===== src/hdl/sacp_map.vh =====
/*
  Constants for the serial converter control port: control-byte field
  positions, reset values and internal-clock conversion timing.
  Assumes inclusion by sacp_top.v only.
*/
`ifndef SACP_MAP_VH
`define SACP_MAP_VH

// ----------------------------------------
// Control-byte fields
// ----------------------------------------
`define SACP_BIT_START 7
`define SACP_BIT_SEL_HI 6
`define SACP_BIT_SEL_MID 5
`define SACP_BIT_SEL_LO 4
`define SACP_BIT_POLARITY 3
`define SACP_BIT_INCFG 2
`define SACP_BIT_POWER 1
`define SACP_BIT_CLKSRC 0

// ----------------------------------------
// Timing
// ----------------------------------------
`define SACP_CLK_MHZ 40
`define SACP_INT_CONV_NS 25000
`define SACP_INT_CONV_CYC 11'h3e8
`define SACP_STRB_PERIODS 2'h2
`define SACP_LAST_CTRL_BIT 3'h7

// ----------------------------------------
// Reset values
// ----------------------------------------
`define SACP_RST_EXT 1'b0
`define SACP_RST_STRB 1'b1

`endif


===== src/hdl/sacp_top.v =====
/*
  Serial control-byte front end of an 8-bit multichannel converter.
  Assumes CS_N, SCLK and DIN come from a host in another clock domain
  and are sampled here by REF_CLK; SAR_DATA and SAR_BELOW_ZERO come from
  the analog core on REF_CLK. Pin output enables are active low.
*/
// What this block and its host do
// RULE1: After chip select falls, first sampled one is the start bit.
// RULE2: Zeros before the start bit are ignored without any effect.
// RULE3: Sample DIN on each SCLK rise only while chip select is low.
// RULE4: Byte order: start, select hi/mid/lo, polarity, config, power, clock.
// RULE5: Bit 3 set means unipolar straight coding, clear means bipolar.
// RULE6: Host pairs bipolar conversion with differential inputs.
// RULE7: Bit 2 set means single-ended to common pin, clear differential.
// RULE8: Bit 1 set keeps device powered, clear selects power-down.
// RULE9: Bit 0 set selects external serial clock, clear internal clock.
// RULE10: Eight-channel differential: low bits pick pair, top bit picks polarity.
// RULE11: Four-channel single-ended: ignore low bit, index is mid then top.
// RULE12: Four-channel differential: mid picks pair, top set makes odd positive.
// RULE13: External mode: strobe high two SCLK periods before result MSB.
// RULE14: Ten SCLK cycles per external conversion with continuous bytes.
// RULE15: Strobe and data output change only on SCLK falling edges; STRB also drops on external-mode chip-select fall and rises at internal timer end.
// RULE16: Host idles clock low and samples on the leading edge.
// RULE17: Byte host uses three transfers: control byte then two result bytes.
// RULE18: All-ones byte: single-ended unipolar top channel, external, powered.
// RULE19: Unipolar differential with negative input gives code zero.
// RULE20: Host sends a fresh control byte before each conversion.
// RULE21: Eight-channel single-ended index is mid, lo, top; negative is common.
// RULE22: Conversion begins on the SCLK fall after the eighth control bit.
// RULE23: External mode: eight result bits MSB first, then zeros.
// RULE24: External mode: float outputs while deselected, strobe low after select.
// RULE25: Decoded fields are held from the eighth bit for the conversion.
`timescale 1ns/1ps
`include "sacp_map.vh"
`default_nettype none

module sacp_top #(
  parameter EIGHT_CHAN = 1
) (
  input wire REF_CLK,
  input wire RSTN,
  input wire CS_N,
  input wire SCLK,
  input wire DIN,
  input wire [7:0] SAR_DATA,
  input wire SAR_BELOW_ZERO,
  output reg DOUT,
  output reg DOUT_OE_N,
  output reg STRB,
  output reg STRB_OE_N,
  output reg CONV_START,
  output reg [2:0] CHAN_POS,
  output reg [2:0] CHAN_NEG,
  output reg NEG_COMMON,
  output reg UNIPOLAR,
  output reg SINGLE_ENDED,
  output reg EXT_CLOCK,
  output reg POWER_DOWN
);

  // ----------------------------------------
  // Constants
  // ----------------------------------------
  // Typical internal conversion time in REF_CLK cycles
  localparam [10:0] INT_CYC_W = `SACP_INT_CONV_CYC;
  localparam [1:0] ST_HUNT = 2'h0;
  localparam [1:0] ST_SHIFT = 2'h1;
  localparam [1:0] ST_WAIT = 2'h2;

  // ----------------------------------------
  // Pin synchronisers
  // ----------------------------------------
  reg cs_m_q, cs_s_q, cs_p_q;
  reg sclk_m_q, sclk_s_q, sclk_p_q;
  reg din_m_q, din_s_q;

  always @(posedge REF_CLK or negedge RSTN)
  begin
    if (!RSTN)
    begin
      cs_m_q <= 1'b1;
      cs_s_q <= 1'b1;
      cs_p_q <= 1'b1;
      sclk_m_q <= 1'b0;
      sclk_s_q <= 1'b0;
      sclk_p_q <= 1'b0;
      din_m_q <= 1'b0;
      din_s_q <= 1'b0;
    end
    else
    begin
      cs_m_q <= CS_N;
      cs_s_q <= cs_m_q;
      cs_p_q <= cs_s_q;
      sclk_m_q <= SCLK;
      sclk_s_q <= sclk_m_q;
      sclk_p_q <= sclk_s_q;
      din_m_q <= DIN;
      din_s_q <= din_m_q;
    end
  end

  wire sel = ~cs_s_q;
  wire rise = sel & sclk_s_q & ~sclk_p_q; // [RULE3]
  wire fall = sel & ~sclk_s_q & sclk_p_q; // [RULE15]
  wire cs_fall = ~cs_s_q & cs_p_q;

  // ----------------------------------------
  // State
  // ----------------------------------------
  reg [1:0] st_q;
  reg [2:0] cnt_q;
  reg [5:0] shreg_q;
  reg pend_q;
  reg [1:0] sc_q;
  reg [7:0] out_q;
  reg [7:0] res_q;
  reg int_busy_q;
  reg [10:0] int_cnt_q;
  reg skip_q;
  reg pwr_q;

  // ----------------------------------------
  // Channel decode
  // ----------------------------------------
  reg [2:0] pos_d, neg_d;
  wire [7:0] byte_d = {1'b1, shreg_q, din_s_q}; // [RULE4]
  wire hi = byte_d[`SACP_BIT_SEL_HI];
  wire mid = byte_d[`SACP_BIT_SEL_MID];
  wire lo = byte_d[`SACP_BIT_SEL_LO];
  wire sgl_d = byte_d[`SACP_BIT_INCFG]; // [RULE7]

  always @*
  begin
    if (EIGHT_CHAN != 0)
    begin
      pos_d = {mid, lo, hi}; // [RULE21] [RULE10]
      neg_d = {mid, lo, ~hi}; // [RULE10]
    end
    else
    begin
      pos_d = {1'b0, mid, hi}; // [RULE11] [RULE12]
      neg_d = {1'b0, mid, ~hi}; // [RULE12]
    end
  end

  // ----------------------------------------
  // Framing and conversion
  // ----------------------------------------

  always @(posedge REF_CLK or negedge RSTN)
  begin
    if (!RSTN)
    begin
      st_q <= ST_HUNT;
      cnt_q <= 3'h0;
      shreg_q <= 6'h00;
      pend_q <= 1'b0;
      sc_q <= 2'h0;
      out_q <= 8'h00;
      res_q <= 8'h00;
      int_busy_q <= 1'b0;
      int_cnt_q <= 11'h000;
      skip_q <= 1'b0;
      pwr_q <= 1'b1;
      DOUT <= 1'b0;
      DOUT_OE_N <= 1'b1;
      STRB <= `SACP_RST_STRB;
      STRB_OE_N <= 1'b0;
      CONV_START <= 1'b0;
      CHAN_POS <= 3'h0;
      CHAN_NEG <= 3'h0;
      NEG_COMMON <= 1'b0;
      UNIPOLAR <= 1'b0;
      SINGLE_ENDED <= 1'b0;
      EXT_CLOCK <= `SACP_RST_EXT;
      POWER_DOWN <= 1'b0;
    end
    else
    begin
      CONV_START <= 1'b0;
      DOUT_OE_N <= cs_s_q;
      if (EXT_CLOCK)
        STRB_OE_N <= cs_s_q; // [RULE24]
      else
        STRB_OE_N <= 1'b0;
      if (cs_s_q)
      begin
        // Deselect aborts framing and any external conversion
        st_q <= ST_HUNT; // [RULE24]
        pend_q <= 1'b0;
        sc_q <= 2'h0;
        // Internal conversion result survives deselect
        if (EXT_CLOCK)
          out_q <= 8'h00;
      end
      else if (rise)
      begin
        case (st_q)
          ST_HUNT:
          begin
            if (din_s_q) // [RULE1] [RULE2]
            begin
              st_q <= ST_SHIFT;
              cnt_q <= 3'h1;
              POWER_DOWN <= 1'b0;
            end
          end
          ST_SHIFT:
          begin
            shreg_q <= {shreg_q[4:0], din_s_q};
            cnt_q <= cnt_q + 3'h1;
            if (cnt_q == `SACP_LAST_CTRL_BIT)
            begin
              // Hold decoded settings for this conversion
              st_q <= ST_WAIT; // [RULE25]
              pend_q <= 1'b1;
              CHAN_POS <= pos_d;
              CHAN_NEG <= neg_d;
              NEG_COMMON <= sgl_d; // [RULE21]
              SINGLE_ENDED <= sgl_d; // [RULE7] [RULE18]
              UNIPOLAR <= byte_d[`SACP_BIT_POLARITY]; // [RULE5]
              pwr_q <= byte_d[`SACP_BIT_POWER]; // [RULE8]
              EXT_CLOCK <= byte_d[`SACP_BIT_CLKSRC]; // [RULE9]
            end
          end
          default:
            st_q <= st_q;
        endcase
      end
      if (cs_fall && EXT_CLOCK)
        STRB <= 1'b0; // [RULE24]
      if (fall)
      begin
        if (pend_q)
        begin
          // Start on the fall after the eighth bit
          pend_q <= 1'b0; // [RULE22]
          CONV_START <= 1'b1;
          if (UNIPOLAR && !SINGLE_ENDED && SAR_BELOW_ZERO)
            res_q <= 8'h00; // [RULE19]
          else
            res_q <= SAR_DATA;
          DOUT <= 1'b0;
          out_q <= 8'h00;
          // No stale skip from an earlier internal read
          skip_q <= 1'b0;
          if (EXT_CLOCK)
          begin
            STRB <= 1'b1; // [RULE13]
            sc_q <= `SACP_STRB_PERIODS;
            // Drop a stale internal timer
            int_busy_q <= 1'b0;
          end
          else
          begin
            STRB <= 1'b0;
            int_busy_q <= 1'b1;
            int_cnt_q <= INT_CYC_W;
            st_q <= ST_HUNT;
          end
        end
        else if (sc_q == 2'h1)
        begin
          // MSB out after two strobe periods; re-arm framing
          STRB <= 1'b0; // [RULE13] [RULE14]
          sc_q <= 2'h0;
          DOUT <= res_q[7]; // [RULE23]
          out_q <= {res_q[6:0], 1'b0};
          st_q <= ST_HUNT;
          POWER_DOWN <= ~pwr_q; // [RULE8]
        end
        else if (sc_q != 2'h0)
          sc_q <= sc_q - 2'h1;
        else if (skip_q)
        begin
          skip_q <= 1'b0;
          DOUT <= 1'b0;
        end
        else
        begin
          // Drains the result, then zeros
          DOUT <= out_q[7]; // [RULE23]
          out_q <= {out_q[6:0], 1'b0};
        end
      end
      // Internal timer ends the conversion
      if (int_busy_q)
      begin
        if (int_cnt_q == 11'h001)
        begin
          int_busy_q <= 1'b0;
          STRB <= 1'b1;
          out_q <= res_q;
          skip_q <= 1'b1;
          POWER_DOWN <= ~pwr_q;
        end
        int_cnt_q <= int_cnt_q - 11'h001;
      end
    end
  end

endmodule

`default_nettype wire


===== config.mk =====
export PLATFORM = sky130hd
export DESIGN_NAME = sacp_top
export DESIGN_NICKNAME = d
export VERILOG_FILES = /design/src/hdl/sacp_top.v
export VERILOG_INCLUDE_DIRS = /design/src /design/src/hdl
export SDC_FILE = /design/constraint.sdc
export NUM_CORES = 1
export LEC_CHECK = 0
export BUFFER_PORTS_ARGS = -buffer_cell sky130_fd_sc_hd__buf_2
export CAP_MARGIN = 20
export CORE_MARGIN = 2
export CORE_UTILIZATION = 35
export DETAILED_ROUTE_END_ITERATION = 6
export GPL_TIMING_DRIVEN = 1
export HOLD_SLACK_MARGIN = 0.1
export PLACE_DENSITY = 0.57
export SLEW_MARGIN = 10
export SYNTH_ARGS = -nofsm -noshare
export SYNTH_HDL_FRONTEND = slang
export SYNTH_SLANG_ARGS = --single-unit

===== constraint.sdc =====
create_clock -name REF_CLK -period 1.4 [get_ports REF_CLK]
set_input_delay 0.28 -clock REF_CLK [delete_from_list [all_inputs] [get_ports REF_CLK]]
set_output_delay 0.28 -clock REF_CLK [all_outputs]
set_load 0.02 [all_outputs]

# Yosys cells after proc, flatten, opt, wreduce, memory -nomap -nowiden
# Cells that the tools add are included.
[classes]
muxes = 71
n_bitwise = 10
n_reduce_logical = 15
n_eq_ne = 7
add_sub_neg = 3
[op_table]
columns = ["cell", "n"]
rows = [
  ["8-bit two-way mux", 10],
  ["11-bit two-way mux", 4],
  ["1-bit two-way mux", 40],
  ["2-bit two-way mux", 14],
  ["11-bit by 1-bit equality test with 1-bit output, second input constant", 1],
  ["11-bit by 1-bit subtractor with 11-bit output, second input constant", 1],
  ["4-bit AND reduction", 2],
  ["2-bit nonzero test", 4],
  ["3-bit case mux with 2 select lines", 1],
  ["3-bit AND reduction", 2],
  ["1-bit bitwise AND", 5],
  ["1-bit inverter", 5],
  ["2-bit by 1-bit equality test with 1-bit output, second input constant", 2],
  ["2-bit case mux with 2 select lines", 1],
  ["2-bit AND reduction", 2],
  ["3-bit by 1-bit adder with 3-bit output, second input constant", 1],
  ["3-bit equality test, second input constant", 1],
  ["1-bit logical AND", 3],
  ["3-bit two-way mux", 1],
  ["3-bit != test, second input constant", 1],
  ["2-bit logical NOT", 1],
  ["2-bit by 1-bit != test with 1-bit output, second input constant", 1],
  ["2-bit != test, second input constant", 1],
  ["2-bit by 1-bit subtractor with 2-bit output, second input constant", 1],
  ["1-bit logical NOT", 1],
]
[totals]
output_inout_bits = 16
in_bits = 14
register_bits = 66

# Longest topological paths before layout
[depth]
depth_word = 10
ltp_mapped = 7
ltp_nobuf = 6

# Worst setup path after synthesis
# Ideal clock, no wire load.
[synth_timing]
kind = "register -> register"
startpoint = "register int_cnt_q[3]"
endpoint = "register out_q[0]"
arrival_time_ps = 1371
synth_period_minus_slack_ps = 1489
path_slack_ps = -89
setup_ps = 118
required_ps = 1282
stages_incl_launch_ff = 6
path_cell_list = "dfrtp_1 > nor4_4 > and3_1 > buf_4 > a211oi_1 > a21o_1"
[synth_via]
elab_chain_len = 3
[synth_lines]
columns = ["item", "line_no", "text"]
rows = [
  ["from (decl)", "sacp_top.v:119", "reg [10:0] int_cnt_q;"],
  ["from (signal assigned)", "sacp_top.v:298", "int_cnt_q <= int_cnt_q - 11'h001;"],
  ["11-bit by 1-bit equality test with 1-bit output", "sacp_top.v:290", "if (int_cnt_q == 11'h001)"],
  ["8-bit two-way mux", "sacp_top.v:290", ""],
  ["8-bit two-way mux", "sacp_top.v:288", "if (int_busy_q)"],
  ["to (signal assigned)", "sacp_top.v:269", "out_q <= {res_q[6:0], 1'b0};"],
  ["to (signal assigned)", "sacp_top.v:284", "out_q <= {out_q[6:0], 1'b0};"],
  ["to (signal assigned)", "sacp_top.v:294", "out_q <= res_q;"],
  ["to (decl)", "sacp_top.v:116", "reg [7:0] out_q;"],
]
# Every way passes these cells.
# A chain may end at the register's enable or synchronous reset.

# Final worst setup path
[layout_timing]
startpoint = "register sclk_p_q"
endpoint = "register CHAN_POS[1]"
[layout_via]
elab_chain_len = 3
[layout_lines]
columns = ["item", "line_no", "text"]
rows = [
  ["from (decl)", "sacp_top.v:74", "reg sclk_m_q, sclk_s_q, sclk_p_q;"],
  ["from (signal assigned)", "sacp_top.v:97", "sclk_p_q <= sclk_s_q;"],
  ["1-bit inverter", "sacp_top.v:104", "wire rise = sel & sclk_s_q & ~sclk_p_q;"],
  ["1-bit bitwise AND", "sacp_top.v:104", ""],
  ["4-bit AND reduction (no line)", "n/a", ""],
  ["to (signal assigned)", "sacp_top.v:218", "CHAN_POS <= pos_d;"],
  ["to (decl)", "sacp_top.v:52", "output reg [2:0] CHAN_POS,"],
]
# Every way passes these cells.

==> impl_metrics.prom <==
# TYPE chip_impl_metric gauge
chip_impl_metric{name="grt.overflow.total",unit=""} 0
chip_impl_info{name="violated_checks",value="negative setup slack"} 1
chip_impl_metric{name="setup-violations-final",unit=""} 17
chip_impl_info{name="ys.flop_type",value="sky130_fd_sc_hd__dfrtp_1"} 1
chip_impl_metric{name="drc_viols",unit=""} 0
chip_impl_metric{name="drt-vias-per-instance",unit=""} 5.02
chip_impl_metric{name="max-cap-violations",unit=""} 0
chip_impl_info{name="setup_repair_after_global_routing_missed_its_margin",value="true"} 1
chip_impl_metric{name="number_of_buffers_between_clock_root_and_the_deepest_sink",unit=""} 2
chip_impl_metric{name="die_x",unit="um"} 95.8
chip_impl_metric{name="ff2ff_setup_slack",unit="ps"} -60
chip_impl_metric{name="wire_per_inst",unit="um"} 15.0
chip_impl_metric{name="number_of_global_route_vias_before_repair",unit=""} 2445
chip_impl_metric{name="post_synth.cell_area_avg",unit="um^2"} 10.5
chip_impl_metric{name="post_synth_num_cell_types",unit=""} 43
chip_impl_metric{name="synth-async-reset-ratio",unit="%"} 100
chip_impl_metric{name="detail_route.first_pass.iterations",unit=""} 4
chip_impl_metric{name="worst-endpoint-required",unit="ps"} 1640
chip_impl_metric{name="timing.clock.skew",unit="ps"} 6.16
chip_impl_metric{name="setup_tns",unit="ps"} -461
chip_impl_info{name="status",value="finished, violations left"} 1
chip_impl_metric{name="cp_data_arrival_time",unit="ps"} 1700
chip_impl_metric{name="dr.first_iter.drc_count",unit=""} 79
chip_impl_info{name="netlist_top_cells_area",value="sky130_fd_sc_hd__dfrtp_1, sky130_fd_sc_hd__a21oi_1, sky130_fd_sc_hd__a22o_1"} 1
chip_impl_metric{name="final_max_slew_viol_count",unit=""} 0
chip_impl_metric{name="crit_path_max_incr_delay",unit="ps"} 430
chip_impl_metric{name="powerDensity",unit="nW/um^2"} 937
chip_impl_metric{name="crit_cells",unit=""} 4
chip_impl_metric{name="syn_area",unit="um^2"} 2950
chip_impl_metric{name="design.portCount",unit=""} 30
chip_impl_metric{name="grt_max_degree",unit=""} 65
chip_impl_metric{name="worstMarginPinSlew",unit="ps"} 390
chip_impl_info{name="reg2reg_to",value="CHAN_POS[1]"} 1
chip_impl_metric{name="power.ir.vdd_worst",unit="mV"} 0.413
chip_impl_metric{name="yosys.area.top_type_share",unit="%"} 50.1
chip_impl_metric{name="power.static_leakage",unit="nW"} 2.07
chip_impl_metric{name="grt_pass1_wl",unit="um"} 11800
chip_impl_metric{name="timing.hold.worst_path_depth",unit=""} 2
chip_impl_metric{name="clkLatencyLatePin",unit="ps"} 350
chip_impl_metric{name="areaGrowthSynthToFinish",unit="%"} 42.6
chip_impl_metric{name="finish.cell_count_without_fillers",unit=""} 477
chip_impl_metric{name="floorplan.rows",unit=""} 33
chip_impl_metric{name="cts_buffers",unit=""} 9
chip_impl_metric{name="synth_seq_area_share",unit="%"} 54.5
chip_impl_metric{name="placed_cells_incl_taps",unit=""} 446
chip_impl_metric{name="netlist_instances",unit=""} 280
chip_impl_info{name="sort_of_element_at_the_end_of_the_critical_path",value="flop"} 1
chip_impl_metric{name="count_of_nets_left_with_antenna_violations_after_detail_routing",unit=""} 0
chip_impl_metric{name="timing.slew.headroom",unit="%"} 74.0
chip_impl_metric{name="worst_setup_hold_path_clk_slew",unit="ps"} 80
chip_impl_info{name="cts.root.buffer_cell",value="sky130_fd_sc_hd__clkbuf_8"} 1
chip_impl_metric{name="globalplace.congestion",unit=""} 0.809
chip_impl_metric{name="gr-usage-all-layers",unit="%"} 16.9
chip_impl_metric{name="total_power",unit="mW"} 3.94
chip_impl_metric{name="fp.dieH",unit="um"} 95.8
chip_impl_metric{name="vias",unit=""} 2396
chip_impl_info{name="crit_family",value="flip-flops"} 1
chip_impl_info{name="master_of_the_slowest_instance_on_the_critical_path",value="sky130_fd_sc_hd__dfrtp_1"} 1
chip_impl_info{name="start_kind",value="flop"} 1
chip_impl_metric{name="finalCoreUtilization",unit="%"} 51.5
chip_impl_metric{name="dpl_worst_slack",unit="ps"} -189
chip_impl_info{name="crit_path_start",value="sclk_p_q"} 1
chip_impl_info{name="timing.critical_path.to",value="CHAN_POS[1]"} 1
chip_impl_metric{name="num-nets-final",unit=""} 385
chip_impl_metric{name="final_cell_area",unit="um^2"} 4210
chip_impl_metric{name="start_util",unit="%"} 36.1
chip_impl_metric{name="synth_nets",unit=""} 298
chip_impl_info{name="ys_top_cells_by_count",value="sky130_fd_sc_hd__dfrtp_1, sky130_fd_sc_hd__a21oi_1, sky130_fd_sc_hd__nand2_1"} 1
chip_impl_metric{name="yosys_warnings",unit=""} 0
chip_impl_metric{name="cts_max_level",unit=""} 3
chip_impl_metric{name="synth-edff-count",unit=""} 0
chip_impl_info{name="path_class",value="reg2reg"} 1
chip_impl_metric{name="critPathBufInv",unit=""} 1
chip_impl_metric{name="cts_num_sinks",unit=""} 64
chip_impl_metric{name="max_clock_freq",unit="MHz"} 685
chip_impl_metric{name="ys_seq_elements",unit=""} 64
chip_impl_info{name="cts_tree",value="built"} 1
chip_impl_metric{name="placedInstanceArea",unit="um^2"} 3540
chip_impl_info{name="rr_startpoint",value="sclk_p_q"} 1
chip_impl_info{name="crit_chain",value="nor4b_4, buf_6, nand3_4, mux2_4"} 1
chip_impl_metric{name="worst_hold_slack",unit="ps"} 156
chip_impl_metric{name="design.die.area",unit="um^2"} 9180
chip_impl_info{name="hold_path.class",value="in2reg"} 1
chip_impl_info{name="post-synth-top-count-cell",value="sky130_fd_sc_hd__dfrtp_1"} 1
chip_impl_metric{name="num_antenna_cells",unit=""} 0
chip_impl_info{name="yosysTopAreaCell",value="sky130_fd_sc_hd__dfrtp_1"} 1
chip_impl_metric{name="drive_gt1_share",unit="%"} 45.7
chip_impl_metric{name="timing.final.crit_share",unit="%"} 104
chip_impl_metric{name="grt_antenna_before_repair",unit=""} 0
chip_impl_metric{name="reg2reg_depth",unit=""} 4
chip_impl_metric{name="hold_viol_final",unit=""} 0
chip_impl_metric{name="wl",unit="um"} 7160
chip_impl_metric{name="fin_crit",unit="ps"} 1460
chip_impl_metric{name="detailedPlacementHpwl",unit="um"} 4680
chip_impl_metric{name="critical_path_peak_fanout",unit=""} 6
chip_impl_metric{name="port_buffers",unit=""} 29
chip_impl_metric{name="core_area",unit="um^2"} 8180
chip_impl_metric{name="timing.final.ws_setup",unit="ps"} -60.1
-- layout by cell type (no fill, tap or decap), types with 3 or more instances in the layout --
| cell type | instances |
|---|---|
| sky130_fd_sc_hd__buf_6 | 15 |
| sky130_fd_sc_hd__a21oi_2 | 8 |
| sky130_fd_sc_hd__o221ai_2 | 7 |
| sky130_fd_sc_hd__inv_1 | 6 |
| sky130_fd_sc_hd__buf_2 | 29 |
| sky130_fd_sc_hd__nand3b_1 | 3 |
| sky130_fd_sc_hd__dfstp_2 | 5 |
| sky130_fd_sc_hd__clkbuf_8 | 10 |
| sky130_fd_sc_hd__nand3_4 | 3 |
| sky130_fd_sc_hd__a22o_1 | 15 |
| sky130_fd_sc_hd__mux2_2 | 7 |
| sky130_fd_sc_hd__xnor2_1 | 3 |
| sky130_fd_sc_hd__nor2_2 | 3 |
| sky130_fd_sc_hd__ha_2 | 3 |
| sky130_fd_sc_hd__nor2b_1 | 5 |
| sky130_fd_sc_hd__and3_1 | 7 |
| sky130_fd_sc_hd__nand2_1 | 21 |
| sky130_fd_sc_hd__nor2_1 | 16 |
| sky130_fd_sc_hd__a21oi_1 | 23 |
| sky130_fd_sc_hd__o21ai_0 | 8 |
| sky130_fd_sc_hd__nand2b_1 | 8 |
| sky130_fd_sc_hd__dlygate4sd3_1 | 4 |
| sky130_fd_sc_hd__buf_4 | 41 |
| sky130_fd_sc_hd__nand2_2 | 7 |
| sky130_fd_sc_hd__dfrtp_1 | 58 |
| sky130_fd_sc_hd__xor2_1 | 6 |
-- area by class of cell --
cell class              instances  area (um^2)
inverters                       7         26.3
fillers                       747         3970
clock inverters                 6         90.1
multi-input cells             195         1530
well taps                     105          131
clock buffers                  10          138
flip-flops and latches         64         1610
repair buffers                 90          682
-- power breakdown --
part	total [mW]	internal [mW]	switching, mW
combinational	0.202	0.0995	0.102
sequential	1.93	1.89	0.0389
clock	1.81	1.06	0.752
-- worst min-delay path by stage --
stage	from	to	slack, ps
2_1_floorplan	RSTN	CHAN_NEG[0]	-20
3_3_place_gp	RSTN	STRB_OE_N	320
3_5_place_dp	RSTN	skip_q	330
4_1_cts	SAR_DATA[2]	res_q[2]	140
5_1_grt	SAR_DATA[0]	res_q[0]	140
6_report	SAR_DATA[1]	res_q[1]	160
-- registers in the layout, indices dropped and copies added, names as in the netlist, 2 cells and up, named ones only --
name and cells:
int_cnt_q 11, st_q 2, shreg_q 6, CHAN_POS 3, cnt_q 3, out_q 8, res_q 8
-- cells by family (layout without fill, tap and decap cells) --
logic type	after synthesis	after routing	share of synthesized area [%]
simple gates	95	96	17.5
compound gates	76	76	16.5
fa+ha+maj	4	4	1.70
xor+xnor	9	9	2.67
flops	64	64	54.5
buf+inv	22	113	3.44
mux	10	10	3.73
-- repair_timing --
| action | CTS | global route |
|---|---|---|
| buffers inserted | 6 | 3 |
| gates cloned | 2 | 0 |
| endpoints found under the hold margin | 62 | 0 |
| hold buffers | 4 | 0 |
| resized for setup | 46 | 33 |
| setup endpoints to repair | 48 | 46 |
| pin swaps | 17 | 24 |
-- metal layers --
| metal | track usage, % | share of wire (%) | up-vias |
|---|---|---|---|
| met1 | 21.3 | 44 | 1173 |
| met4 | 5.60 | 1.0 | 0 |
| met2 | 27.2 | 50 | 39 |
| met3 | 5.87 | 4.7 | 11 |
| met5 | 0 | 0 | - |
| li1 | - | - | 1173 |
(Power assumes the default switching activity.)
